[src/common/switch_on_fault_stage_defines.svh]
// Register map, field positions, reset values and timing of the stage
`ifndef SWITCH_ON_FAULT_STAGE_DEFINES_SVH
`define SWITCH_ON_FAULT_STAGE_DEFINES_SVH

// Register byte offsets
`define SWITCH_ON_FAULT_STAGE_OFS_CTRL       8'h00
`define SWITCH_ON_FAULT_STAGE_OFS_PICKUP     8'h04
`define SWITCH_ON_FAULT_STAGE_OFS_DEAD_DLY   8'h08
`define SWITCH_ON_FAULT_STAGE_OFS_ACT_WIN    8'h0c
`define SWITCH_ON_FAULT_STAGE_OFS_NOMINAL    8'h10
`define SWITCH_ON_FAULT_STAGE_OFS_PICKUP_PRI 8'h14
`define SWITCH_ON_FAULT_STAGE_OFS_STATUS     8'h18
`define SWITCH_ON_FAULT_STAGE_OFS_TRIP_COUNT 8'h1c

// Control register fields
`define SWITCH_ON_FAULT_STAGE_CTRL_EN        0
`define SWITCH_ON_FAULT_STAGE_CTRL_SRC_MSB   2
`define SWITCH_ON_FAULT_STAGE_CTRL_SRC_LSB   1
`define SWITCH_ON_FAULT_STAGE_CTRL_SEL_MSB   6
`define SWITCH_ON_FAULT_STAGE_CTRL_SEL_LSB   4

// Status register fields
`define SWITCH_ON_FAULT_STAGE_STAT_BLOCKED   0
`define SWITCH_ON_FAULT_STAGE_STAT_START     1
`define SWITCH_ON_FAULT_STAGE_STAT_TRIP      2
`define SWITCH_ON_FAULT_STAGE_STAT_OPEN      3

// Currents are in hundredths of nominal current
`define SWITCH_ON_FAULT_STAGE_PU_SCALE       32'h0000_0064
`define SWITCH_ON_FAULT_STAGE_LOW_LIMIT      16'h0002
`define SWITCH_ON_FAULT_STAGE_RST_PICKUP     16'h0096
// Times as printed, in milliseconds
`define SWITCH_ON_FAULT_STAGE_DEAD_DLY_MS    16'h00c8
`define SWITCH_ON_FAULT_STAGE_ACT_WIN_MS     16'h03e8
// Arbitrary default primary amperes of nominal current
`define SWITCH_ON_FAULT_STAGE_RST_NOMINAL    16'h0064
`define SWITCH_ON_FAULT_STAGE_RST_EN         1'b1

// Millisecond time base at a 4 ns clock
`define SWITCH_ON_FAULT_STAGE_CLK_PERIOD_NS  4
`define SWITCH_ON_FAULT_STAGE_TICK_NS        1000000
`define SWITCH_ON_FAULT_STAGE_TICK_CYCLES    (`SWITCH_ON_FAULT_STAGE_TICK_NS / `SWITCH_ON_FAULT_STAGE_CLK_PERIOD_NS)

`endif

[src/common/switch_on_fault_stage_pkg.sv]
// Types shared by the switch-on-to-fault stage and its bench
`include "switch_on_fault_stage_defines.svh"
package switch_on_fault_stage_pkg;

  // Stage states, one-hot
  typedef enum logic [4:0] {
    ST_IDLE   = 5'b00001,
    ST_OPEN   = 5'b00010,
    ST_ARMED  = 5'b00100,
    ST_WINDOW = 5'b01000,
    ST_TRIP   = 5'b10000
  } switch_on_fault_stage_state_t;

  // Where breaker-open detection comes from
  typedef enum logic [1:0] {
    SRC_CURRENT = 2'b00,
    SRC_PHYS    = 2'b01,
    SRC_VIRT    = 2'b10
  } switch_on_fault_stage_src_t;

  // Settings written by software
  typedef struct packed {
    logic        enable;
    switch_on_fault_stage_src_t   src;
    logic [2:0]  sel;
    logic [15:0] pickup;
    logic [15:0] dead_dly;
    logic [15:0] act_win;
    logic [15:0] nominal;
  } switch_on_fault_stage_cfg_t;

  // Three phase magnitudes, hundredths of nominal current
  typedef struct packed {
    logic [2:0][15:0] mag;
  } switch_on_fault_stage_cur_t;

  localparam switch_on_fault_stage_cfg_t SWITCH_ON_FAULT_STAGE_CFG_RST = '{
    enable:   `SWITCH_ON_FAULT_STAGE_RST_EN,
    src:      SRC_CURRENT,
    sel:      3'h0,
    pickup:   `SWITCH_ON_FAULT_STAGE_RST_PICKUP,
    dead_dly: `SWITCH_ON_FAULT_STAGE_DEAD_DLY_MS,
    act_win:  `SWITCH_ON_FAULT_STAGE_ACT_WIN_MS,
    nominal:  `SWITCH_ON_FAULT_STAGE_RST_NOMINAL
  };

endpackage : switch_on_fault_stage_pkg

[src/core/switch_on_fault_stage_stage.sv]
// Switch-on-to-fault protection stage with an APB register slave
// Summary of operation
// - Never trips without prior breaker-open detection
// - Open while largest phase below 0.02 In
// - Open may come from selected digital input
// - No input selected means current method
// - Arm after open persists for dead delay
// - Pick-up before arming gives no operation
// - Trip on pick-up within post-closure window
// - No trip once the window has expired
// - Trip asserted at once, no delay
// - Pick-up held per-unit, also shown primary
// - State shown as blocked, start or trip
//
// Local design decisions: the APB register port and the register offsets.
`timescale 1ns/100ps
`default_nettype none
`include "switch_on_fault_stage_defines.svh"

module switch_on_fault_stage_stage #(
  parameter int unsigned TICK_CYCLES = `SWITCH_ON_FAULT_STAGE_TICK_CYCLES
) (
  input  wire logic              pclk,
  input  wire logic              presetn,
  input  wire logic              ce,
  input  wire logic              psel,
  input  wire logic              penable,
  input  wire logic              pwrite,
  input  wire logic [7:0]        paddr,
  input  wire logic [31:0]       pwdata,
  output var  logic [31:0]       prdata,
  output var  logic              pready,
  output var  logic              pslverr,
  input  wire switch_on_fault_stage_pkg::switch_on_fault_stage_cur_t phase,
  input  wire logic [7:0]        physical_input_select,
  input  wire logic [7:0]        virtual_input_select,
  output var  logic              stage_blocked,
  output var  logic              stage_start,
  output var  logic              stage_trip,
  output var  logic [15:0]       trip_count
);
  import switch_on_fault_stage_pkg::*;

  // Settings and state
  switch_on_fault_stage_cfg_t   cfg;          // Software settings
  switch_on_fault_stage_cfg_t   next_cfg;
  switch_on_fault_stage_state_t state;        // Stage sequence
  switch_on_fault_stage_state_t next_state;
  logic [15:0] tmr;          // Millisecond timer of the state
  logic [15:0] next_tmr;
  logic [31:0] tick_cnt;     // Cycle counter of the time base
  logic [31:0] next_tick_cnt;
  logic        tick;         // One-cycle millisecond strobe
  logic [7:0]  phys_meta;    // First synchroniser stage
  logic [7:0]  phys_sync;    // Second synchroniser stage

  // Bus answer values
  logic [31:0] next_prdata;
  logic        next_pready;
  logic        next_pslverr;
  logic [15:0] next_trip_count;
  logic        next_blocked;
  logic        next_start;
  logic        next_trip;

  // Derived signals
  logic [15:0] max_cur;      // Largest phase magnitude
  logic        open_det;     // Breaker judged open
  logic        over_pu;      // Largest phase above pick-up
  logic        trip_pulse;   // Entry into trip this cycle
  logic        tmr_inc;      // Timer advances this cycle
  logic [31:0] pu_product;   // Pick-up times nominal amperes
  logic [31:0] pu_primary;   // Pick-up in primary amperes
  logic        access;       // APB access phase
  logic        bus_done;     // Transfer completes at this edge
  logic        mapped;       // Address hits a register
  logic        wr_count;     // Software clears the trip counter

  // Physical input pins are synchronised before any use; virtual inputs and phases are used directly
  always_ff @(posedge pclk or negedge presetn) begin
    if (!presetn) begin
      phys_meta <= 8'h00;
      phys_sync <= 8'h00;
    end else if (ce) begin
      phys_meta <= physical_input_select;
      phys_sync <= phys_meta;
    end
  end

  // Millisecond time base
  always_comb begin
    tick = (tick_cnt == 32'(TICK_CYCLES - 1));
    if (tick) begin
      next_tick_cnt = 32'h0000_0000;
    end else begin
      next_tick_cnt = tick_cnt + 32'h0000_0001;
    end
  end

  always_ff @(posedge pclk or negedge presetn) begin
    if (!presetn) begin
      tick_cnt <= 32'h0000_0000;
    end else if (ce) begin
      tick_cnt <= next_tick_cnt;
    end
  end

  // Largest phase and open detection
  always_comb begin
    max_cur = phase.mag[0];
    for (int i = 1; i < 3; i++) begin
      if (phase.mag[i] > max_cur) begin
        max_cur = phase.mag[i];
      end
    end
    over_pu = (max_cur > cfg.pickup);
    // Digital sources replace the current test when chosen
    case (cfg.src)
      SRC_PHYS: begin
        open_det = phys_sync[cfg.sel];
      end
      SRC_VIRT: begin
        open_det = virtual_input_select[cfg.sel];
      end
      default: begin
        // Default setting uses the low current limit
        open_det = (max_cur < `SWITCH_ON_FAULT_STAGE_LOW_LIMIT);
      end
    endcase
  end

  // Stage sequence and its timer
  always_comb begin
    next_state = state;
    next_tmr   = tmr;
    trip_pulse = 1'b0;
    // Timer saturates so a long open period never wraps
    tmr_inc    = tick && (tmr != 16'hffff);
    if (!cfg.enable) begin
      // Disabled stage falls back to blocked
      next_state = ST_IDLE;
      next_tmr   = 16'h0000;
    end else begin
      case (state)
        ST_IDLE: begin
          // Nothing happens until the breaker is seen open
          if (open_det) begin
            next_state = ST_OPEN;
            next_tmr   = 16'h0000;
          end
        end
        ST_OPEN: begin
          if (!open_det) begin
            // Closed too early: no arming, fault ignored
            next_state = ST_IDLE;
            next_tmr   = 16'h0000;
          end else if (tmr >= cfg.dead_dly) begin
            next_state = ST_ARMED;
            next_tmr   = 16'h0000;
          end else if (tmr_inc) begin
            next_tmr = tmr + 16'h0001;
          end
        end
        ST_ARMED: begin
          if (!open_det) begin
            next_tmr = 16'h0000;
            if (over_pu) begin
              // Closed straight onto a fault
              next_state = ST_TRIP;
              trip_pulse = 1'b1;
            end else begin
              next_state = ST_WINDOW;
            end
          end
        end
        ST_WINDOW: begin
          // Expiry checked first so a late fault never trips
          if (tmr >= cfg.act_win) begin
            next_state = ST_IDLE;
            next_tmr   = 16'h0000;
          end else if (over_pu) begin
            next_state = ST_TRIP;
            trip_pulse = 1'b1;
          end else if (open_det) begin
            // Breaker reopened: a new dead period begins
            next_state = ST_OPEN;
            next_tmr   = 16'h0000;
          end else if (tmr_inc) begin
            next_tmr = tmr + 16'h0001;
          end
        end
        ST_TRIP: begin
          // Trip holds while the fault current persists
          if (!over_pu) begin
            next_state = open_det ? ST_OPEN : ST_IDLE;
            next_tmr   = 16'h0000;
          end
        end
        default: begin
          next_state = ST_IDLE;
          next_tmr   = 16'h0000;
        end
      endcase
    end
    // Exactly one of the three status outputs is high
    next_blocked = (next_state == ST_IDLE) ||
                   (next_state == ST_OPEN);
    next_start   = (next_state == ST_ARMED) ||
                   (next_state == ST_WINDOW);
    next_trip    = (next_state == ST_TRIP);
  end

  always_ff @(posedge pclk or negedge presetn) begin
    if (!presetn) begin
      state         <= ST_IDLE;
      tmr           <= 16'h0000;
      stage_blocked <= 1'b1;
      stage_start   <= 1'b0;
      stage_trip    <= 1'b0;
    end else if (ce) begin
      state         <= next_state;
      tmr           <= next_tmr;
      stage_blocked <= next_blocked;
      stage_start   <= next_start;
      stage_trip    <= next_trip;
    end
  end

  // Pick-up in primary amperes, read path only
  always_comb begin
    pu_product = {16'h0000, cfg.pickup} * {16'h0000, cfg.nominal};
    pu_primary = pu_product / `SWITCH_ON_FAULT_STAGE_PU_SCALE;
  end

  // APB slave: one wait state, then the answer
  always_comb begin
    access       = psel && penable;
    bus_done     = access && pready;
    next_cfg     = cfg;
    next_prdata  = prdata;
    next_pready  = access && !pready;
    next_pslverr = 1'b0;
    wr_count     = 1'b0;
    mapped       = 1'b1;
    // Address decode and read mux
    if (paddr == `SWITCH_ON_FAULT_STAGE_OFS_CTRL) begin
      next_prdata = 32'h0000_0000;
      next_prdata[`SWITCH_ON_FAULT_STAGE_CTRL_EN] = cfg.enable;
      next_prdata[`SWITCH_ON_FAULT_STAGE_CTRL_SRC_MSB:`SWITCH_ON_FAULT_STAGE_CTRL_SRC_LSB] = cfg.src;
      next_prdata[`SWITCH_ON_FAULT_STAGE_CTRL_SEL_MSB:`SWITCH_ON_FAULT_STAGE_CTRL_SEL_LSB] = cfg.sel;
    end else if (paddr == `SWITCH_ON_FAULT_STAGE_OFS_PICKUP) begin
      next_prdata = {16'h0000, cfg.pickup};
    end else if (paddr == `SWITCH_ON_FAULT_STAGE_OFS_DEAD_DLY) begin
      next_prdata = {16'h0000, cfg.dead_dly};
    end else if (paddr == `SWITCH_ON_FAULT_STAGE_OFS_ACT_WIN) begin
      next_prdata = {16'h0000, cfg.act_win};
    end else if (paddr == `SWITCH_ON_FAULT_STAGE_OFS_NOMINAL) begin
      next_prdata = {16'h0000, cfg.nominal};
    end else if (paddr == `SWITCH_ON_FAULT_STAGE_OFS_PICKUP_PRI) begin
      next_prdata = pu_primary;
    end else if (paddr == `SWITCH_ON_FAULT_STAGE_OFS_STATUS) begin
      next_prdata = 32'h0000_0000;
      next_prdata[`SWITCH_ON_FAULT_STAGE_STAT_BLOCKED] = stage_blocked;
      next_prdata[`SWITCH_ON_FAULT_STAGE_STAT_START]   = stage_start;
      next_prdata[`SWITCH_ON_FAULT_STAGE_STAT_TRIP]    = stage_trip;
      next_prdata[`SWITCH_ON_FAULT_STAGE_STAT_OPEN]    = open_det;
    end else if (paddr == `SWITCH_ON_FAULT_STAGE_OFS_TRIP_COUNT) begin
      next_prdata = {16'h0000, trip_count};
    end else begin
      // Unmapped: reads zero and flags an error
      mapped      = 1'b0;
      next_prdata = 32'h0000_0000;
    end
    // Read data and error are loaded only for the answer cycle
    if (!(access && !pready)) begin
      next_prdata = prdata;
    end
    next_pslverr = access && !pready && !mapped;
    // Writes take effect at the completing edge only
    if (bus_done && pwrite && mapped) begin
      if (paddr == `SWITCH_ON_FAULT_STAGE_OFS_CTRL) begin
        next_cfg.enable = pwdata[`SWITCH_ON_FAULT_STAGE_CTRL_EN];
        next_cfg.src    = switch_on_fault_stage_src_t'(
          pwdata[`SWITCH_ON_FAULT_STAGE_CTRL_SRC_MSB:`SWITCH_ON_FAULT_STAGE_CTRL_SRC_LSB]);
        next_cfg.sel    =
          pwdata[`SWITCH_ON_FAULT_STAGE_CTRL_SEL_MSB:`SWITCH_ON_FAULT_STAGE_CTRL_SEL_LSB];
      end else if (paddr == `SWITCH_ON_FAULT_STAGE_OFS_PICKUP) begin
        next_cfg.pickup = pwdata[15:0];
      end else if (paddr == `SWITCH_ON_FAULT_STAGE_OFS_DEAD_DLY) begin
        next_cfg.dead_dly = pwdata[15:0];
      end else if (paddr == `SWITCH_ON_FAULT_STAGE_OFS_ACT_WIN) begin
        next_cfg.act_win = pwdata[15:0];
      end else if (paddr == `SWITCH_ON_FAULT_STAGE_OFS_NOMINAL) begin
        next_cfg.nominal = pwdata[15:0];
      end else if (paddr == `SWITCH_ON_FAULT_STAGE_OFS_TRIP_COUNT) begin
        // Any write clears the counter
        wr_count = 1'b1;
      end
    end
    // A trip in the clearing cycle still counts: set wins
    next_trip_count = wr_count ? 16'h0000 : trip_count;
    if (trip_pulse) begin
      next_trip_count = next_trip_count + 16'h0001;
    end
  end

  always_ff @(posedge pclk or negedge presetn) begin
    if (!presetn) begin
      cfg        <= SWITCH_ON_FAULT_STAGE_CFG_RST;
      prdata     <= 32'h0000_0000;
      pready     <= 1'b0;
      pslverr    <= 1'b0;
      trip_count <= 16'h0000;
    end else if (ce) begin
      cfg        <= next_cfg;
      prdata     <= next_prdata;
      pready     <= next_pready;
      pslverr    <= next_pslverr;
      trip_count <= next_trip_count;
    end
  end

endmodule : switch_on_fault_stage_stage
`default_nettype wire

[config.mk]
export PLATFORM = sky130hd
export DESIGN_NAME = switch_on_fault_stage_stage
export DESIGN_NICKNAME = d
export VERILOG_FILES = /design/src/common/switch_on_fault_stage_pkg.sv /design/src/core/switch_on_fault_stage_stage.sv
export VERILOG_INCLUDE_DIRS = /design/src /design/src/common
export SDC_FILE = /design/constraint.sdc
export NUM_CORES = 1
export LEC_CHECK = 0
export BUFFER_PORTS_ARGS = -buffer_cell sky130_fd_sc_hd__buf_2
export CORE_ASPECT_RATIO = 1.2
export CORE_MARGIN = 4
export CORE_UTILIZATION = 40
export DETAILED_ROUTE_END_ITERATION = 6
export GPL_ROUTABILITY_DRIVEN = 0
export HOLD_SLACK_MARGIN = 0.12
export PLACE_DENSITY = 0.59
export SYNTH_ARGS = -nofsm -noshare
export SYNTH_HDL_FRONTEND = slang
export SYNTH_SLANG_ARGS = --single-unit
[constraint.sdc]
create_clock -name pclk -period 30.7 [get_ports pclk]
set_clock_uncertainty 0.15 [all_clocks]
set_input_delay 3.07 -clock pclk [delete_from_list [all_inputs] [get_ports pclk]]
set_output_delay 3.07 -clock pclk [all_outputs]
set_load 0.02 [all_outputs]
==> Word level (Yosys, flattened, before mapping) <==
Cells that the tools add are included.
{ "classes": {"addsub": 3, "mul": 1, "div": 1, "n_lt_le_gt_ge": 7, "n_eq_ne": 25, "shifts": 0, "mux": 59, "bitwise_logic": 4, "n_reduce_logical": 19} }
{ "op_table": {"columns": ["op", "n"], "rows": [
  ["$mux 16", 16],
  ["$mux 32", 7],
  ["$pmux 16 s5", 1],
  ["$gt 16x16->1", 3],
  ["$mux 5", 9],
  ["$add 16x1->16 const B", 2],
  ["$add 32x1->32 const B", 1],
  ["$div 32x7->32 const B", 1],
  ["$eq 32x18->1 const B", 1],
  ["$eq 8x5->1 const B", 4],
  ["$ge 16x16->1", 2],
  ["$mul 16x16->32", 1],
  ["$pmux 5 s5", 1],
  ["$mux 1", 20],
  ["$eq 8x4->1 const B", 2],
  ["$lt 16x2->1 const B", 1],
  ["$ne 16x16->1 const B", 1],
  ["$eq 5x1->1 const B", 2],
  ["$eq 5x2->1 const B", 2],
  ["$eq 5x3->1 const B", 2],
  ["$eq 5x4->1 const B", 2],
  ["$eq 5x5->1 const B", 2],
  ["$reduce_and 5->1", 2],
  ["$ne 3x3->1 const B", 3],
  ["other kinds (18)", 31]
]} }
{ "totals": {"register_bits": 192, "latch_bits": 0, "ramBits": 0, "romBits": 0, "input_bits": 110, "out_inout_bits": 53, "elab_cells": 138, "mem_count": 0} }

==> Longest topological paths before layout <==
{ "depth": {"word_depth": 14, "depth_mapped": 89, "ltp_nobuf": 74} }

==> Least setup slack after synthesis <==
Ideal clock, no wire load.
{ "synth_path": {"kind": "register -> register", "startpoint": "register cfg[55] (netlist bit)", "endpoint": "register prdata[0]", "setup_ps": 135, "arrival_ps": 19847, "required_ps": 30415, "path_slack_ps": 10568, "path_stages_with_launch": 82, "n_path_buf": 10, "synth_period_minus_slack_ps": 20132, "path_cell_list": "dfstp_2 -> clkbuf_1 -> clkbuf_1 -> nand2_1 -> fa_1 -> inv_1 -> fa_1 -> fa_1 -> fa_1 -> fa_1 -> inv_1 -> fa_1 -> inv_1 -> ha_1 -> buf_2 -> nand2_1 -> nor3_1 -> nand2_1 -> [46 not listed] -> xnor2_1 -> clkbuf_1 -> o21ai_0 -> a22oi_1 -> a211oi_2 -> buf_4 -> o31ai_1 -> o21ai_1 -> a31oi_1 -> mux2_4 -> a221o_1 -> nor3_4 -> nor3_1 -> mux2_2 -> nor2_1 -> or4b_1 -> o211ai_1 -> a21oi_1"} }
{ "synth_between": {"elab_chain_cells": 8} }
{ "synth_lines": {"columns": ["element", "line_no", "rtl"], "rows": [
  ["from (decl)", "switch_on_fault_stage_stage.sv:45", "switch_on_fault_stage_cfg_t cfg;"],
  ["from (signal assigned)", "switch_on_fault_stage_stage.sv:315", "cfg <= next_cfg;"],
  ["$mul 16x16->32", "switch_on_fault_stage_stage.sv:231", "pu_product = {16'h0000, cfg.pickup} * {16'h0000, cfg.nominal};"],
  ["$div 32x7->32 (no line)", null, null],
  ["$mux 32", "switch_on_fault_stage_stage.sv:259", "end else if (paddr == `SWITCH_ON_FAULT_STAGE_OFS_PICKUP_PRI) begin"],
  ["$mux 32", "switch_on_fault_stage_stage.sv:257", "end else if (paddr == `SWITCH_ON_FAULT_STAGE_OFS_NOMINAL) begin"],
  ["$mux 32", "switch_on_fault_stage_stage.sv:255", "end else if (paddr == `SWITCH_ON_FAULT_STAGE_OFS_ACT_WIN) begin"],
  ["$mux 32", "switch_on_fault_stage_stage.sv:253", "end else if (paddr == `SWITCH_ON_FAULT_STAGE_OFS_DEAD_DLY) begin"],
  ["$mux 32", "switch_on_fault_stage_stage.sv:251", "end else if (paddr == `SWITCH_ON_FAULT_STAGE_OFS_PICKUP) begin"],
  ["$mux 32", "switch_on_fault_stage_stage.sv:246", "if (paddr == `SWITCH_ON_FAULT_STAGE_OFS_CTRL) begin"],
  ["to (signal assigned)", "switch_on_fault_stage_stage.sv:316", "prdata <= next_prdata;"],
  ["to (decl)", "switch_on_fault_stage_stage.sv:31", "output var logic [31:0] prdata,"]
]} }
No other way between the ends.
A chain may end at the register's enable or synchronous reset.

==> Worst setup path in the final report <==
{ "layout_path": {"startpoint": "register cfg[60] (netlist bit)", "endpoint": "register prdata[0]"} }
Same word-level chain as after synthesis.

==> qor.csv <==
stage;metric;value;unit
detailed_routing;drc_errors;0;
clocking;clock-root-buffer;clkbuf_16;
synthesis;syn_area;27000;sq um
worst_setup_path;critPathCaptureType;flop;
detailed_routing;vias;24100;
cells_and_area;drive_gt1_share;12.2;%
synthesis;synth.distinct_cells;131;
cells_and_area;mostFrequentLayoutCells;nand2_1 (379), inv_1 (319), fa_1 (194), ha_1 (189), nor2_1 (172);
run;max_cap_violations;0;
global_routing;grt_util_all_layers;21.6;%
floorplanning;die_area;71700;sq um
synthesis;yosysSeqAreaShare;17.3;%
synthesis;synth_top_area_cell;dfrtp_1;
clocking;clock_path_buffers;2;
clocking;postCtsSetupRepairBufs;0;
detailed_routing;routed_wirelength;78300;um
placed_design;dp_hpwl;60800;um
clocking;ctsHoldBuffers;0;
global_routing;grt_pass1_wl;127000;um
cells_and_area;nets;3762;
power_and_ir_drop;power;582;uW
timing;slew_headroom;17.1;%
floorplanning;core;67000;sq um
synthesis;ys_ff_latch;186;
timing;slew_violations;0;
clocking;clk_latency;0.50;ns
detailed_routing;first_iter_violations;1842;
power_and_ir_drop;p_leak;0.0132;uW
synthesis;synth_simple_gate_area_share;20.5;%
synthesis;async_flop_share;100;%
power_and_ir_drop;irDropWorstVdd;0.0000397;V
worst_setup_path;critical_path_class;flop to flop;
synthesis;syn_inst;3239;
floorplanning;initial_core_util;40.3;%
timing;tns;0;ns
detailed_routing;viasPerCell;5.76;
synthesis;synth_top_area_share;15.5;%
cells_and_area;syn_to_final_growth;7.47;%
clocking;cts_buffers;17;
cells_and_area;layout_commonest_cell;nand2_1;
clocking;clock_sinks;186;
synthesis;synth_top_family_by_area;adder cells;
synthesis;synth_warnings;0;
timing;tightest_slew;1.24;ns
synthesis;synth_fa_ha_area_share;23.5;%
floorplanning;placementRows;104;
synthesis;avgSynthCellArea;8.33;sq um
worst_setup_path;crit_top_cell;fa_1;
timing;setup_viol;0;
detailed_routing;ant_nets;0;
floorplanning;dieWidth;245;um
global_routing;gr-total-overflow;0;
timing;hold_viol;0;
worst_setup_path;cp_data_required_time;30.89;ns
clocking;cts_resized;0;
synthesis;synth_area_leaders;dfrtp_1 (15%), fa_1 (14%), ha_1 (8.8%);
synthesis;synth_compound_area_share;21.3;%
outcome;status;finished clean;
placed_design;numPortBuffers;140;
worst_setup_path;critPathMaxFanout;19;
worst_setup_path;slowest_stage;dfrtp_1;
timing;min_period;25.53;ns
timing;fmax;39.2;MHz
worst_setup_path;arrival;25.72;ns
clocking;cts.htree.levels;4;
worst_hold_path;hold_class;flop to flop;
floorplanning;io_pins;163;
global_routing;grt_max_degree;118;
detailed_routing;drtPass1Iterations;6;
timing;period_share;83.2;%
synthesis;muxShareOfSynthArea;5.92;%
power_and_ir_drop;power_density;20.1;nW/um^2
clocking;cts_tree;built;
global_routing;grt_pass1_vias;23400;
clocking;clk_pin_slew;0.07;ns
detailed_routing;routedWlPerCell;18.7;um
timing;rsz0062_at_grt;no;
synthesis;synth_edf_count;0;
synthesis;yosys.area_share.xor_xnor;4.39;%
synthesis;ys.flop_type;dfrtp_1;
worst_setup_path;cp-start-kind;flop;
worst_setup_path;critPathMaxStageDelay;0.96;ns
floorplanning;die_h;292;um
global_routing;antenna_found_initial;2;
[synthesized netlist by cell type (28+ instances only)]
master and number:
nand2b_1 28, nand4_1 55, buf_2 35, ha_1 189, inv_1 319, mux2_2 81, fa_1 194, nand3_1 83
and2_1 159, a21o_1 37, a21oi_1 154, nor2_1 173, dfrtp_1 167, clkbuf_1 110, nor2b_1 31, nor3_1 64
o21ai_0 154, o211ai_1 43, o21ai_1 32, xnor2_1 78, mux2i_1 52, nand2_1 379, xor2_1 48, a211oi_1 33
[where the power goes]
part           internal, uW  total [uW]  switching [uW]
Sequential              253         261            8.26
Combinational          33.7        79.8            46.0
Clock                   125         241             116
Total                   412         582             170
[worst paths after layout]
check	start	end	slack (ns)	cells after the start
worst max-delay path	cfg[60]$_DFFE_PN0P_	prdata[0]$_DFFE_PN0P_	5.17	72
worst min-delay path	prdata[15]$_DFFE_PN0P_	prdata[15]$_DFFE_PN0P_	0.33	2
worst max register to register	cfg[60]$_DFFE_PN0P_	prdata[0]$_DFFE_PN0P_	5.17	72
worst min register to register	prdata[15]$_DFFE_PN0P_	prdata[15]$_DFFE_PN0P_	0.33	2
max in group asynchronous	presetn	tick_cnt[25]$_DFFE_PN0P_	26.21	2
min in group asynchronous	presetn	state[1]$_DFFE_PN0P_	2.50	1
[flip-flops by register name, indices dropped and copies added, names as in the netlist]
| register | count |
|---|---|
| cfg | 70 |
| phys_meta | 8 |
| phys_sync | 8 |
| prdata | 26 |
| pready | 1 |
| pslverr | 1 |
| stage_blocked | 1 |
| stage_start | 1 |
| stage_trip | 1 |
| state | 5 |
| tick_cnt | 32 |
| tmr | 16 |
| trip_count | 16 |
[kinds of logic after synthesis]
logic type | count (synthesis)
AND/OR/NAND/NOR | 1111
AO/OA/AOI/OAI | 794
buffers and inverters | 483
adder cells (fa/ha/maj) | 391
flip-flops | 186
multiplexers | 142
XOR/XNOR | 131
other | 1
[area by class of cell]
cell class	instances	area, sq um
fillers	6740	38000
diodes	2	5.00
inverters	320	1200
flip-flops and latches	186	4680
multi-input cells	2575	20400
repair buffers	169	927
well taps	901	1130
clock inverters	14	174
clock buffers	18	439
[layer usage]
metal	part of all wire, %	GRT usage (%)
met2	47	35.8
met3	4.3	2.37
met4	3.5	7.77
met1	45	29.3
met5	0	0
[worst max-delay path, delay by kind of cell, from the launching register on]
family | cells | cell delay [ns]
AOI/OAI and AO/OA | 36 | 12.57
and+or+nand+nor | 16 | 4.27
adders and majority gates | 7 | 3.63
xor gates and xnor gates | 4 | 1.83
muxes | 4 | 1.67
DFF | 1 | 0.96
buffers and inverters | 5 | 0.26
[metrics by stage]
| step | instances | util, % | hold slack [ns] | setup slack (ns) | instance area, sq um |
|---|---|---|---|---|---|
| finish | 4185 | 43.3 | 0.328 | 5.17 | 29000 |
| global route | 4184 | 43.3 | 0.342 | 3.23 | 29000 |
| CTS | 4183 | 43.3 | 0.333 | 5.48 | 29000 |
| detailed placement | 4151 | 42.3 | 0.315 | 5.55 | 28400 |
| global placement | 4151 | 42.3 | 0.306 | 5.49 | 28400 |
| floorplan | 3244 | - | 0.319 | 10.57 | 27000 |
No activity file was read; power rests on OpenSTA's default activity.
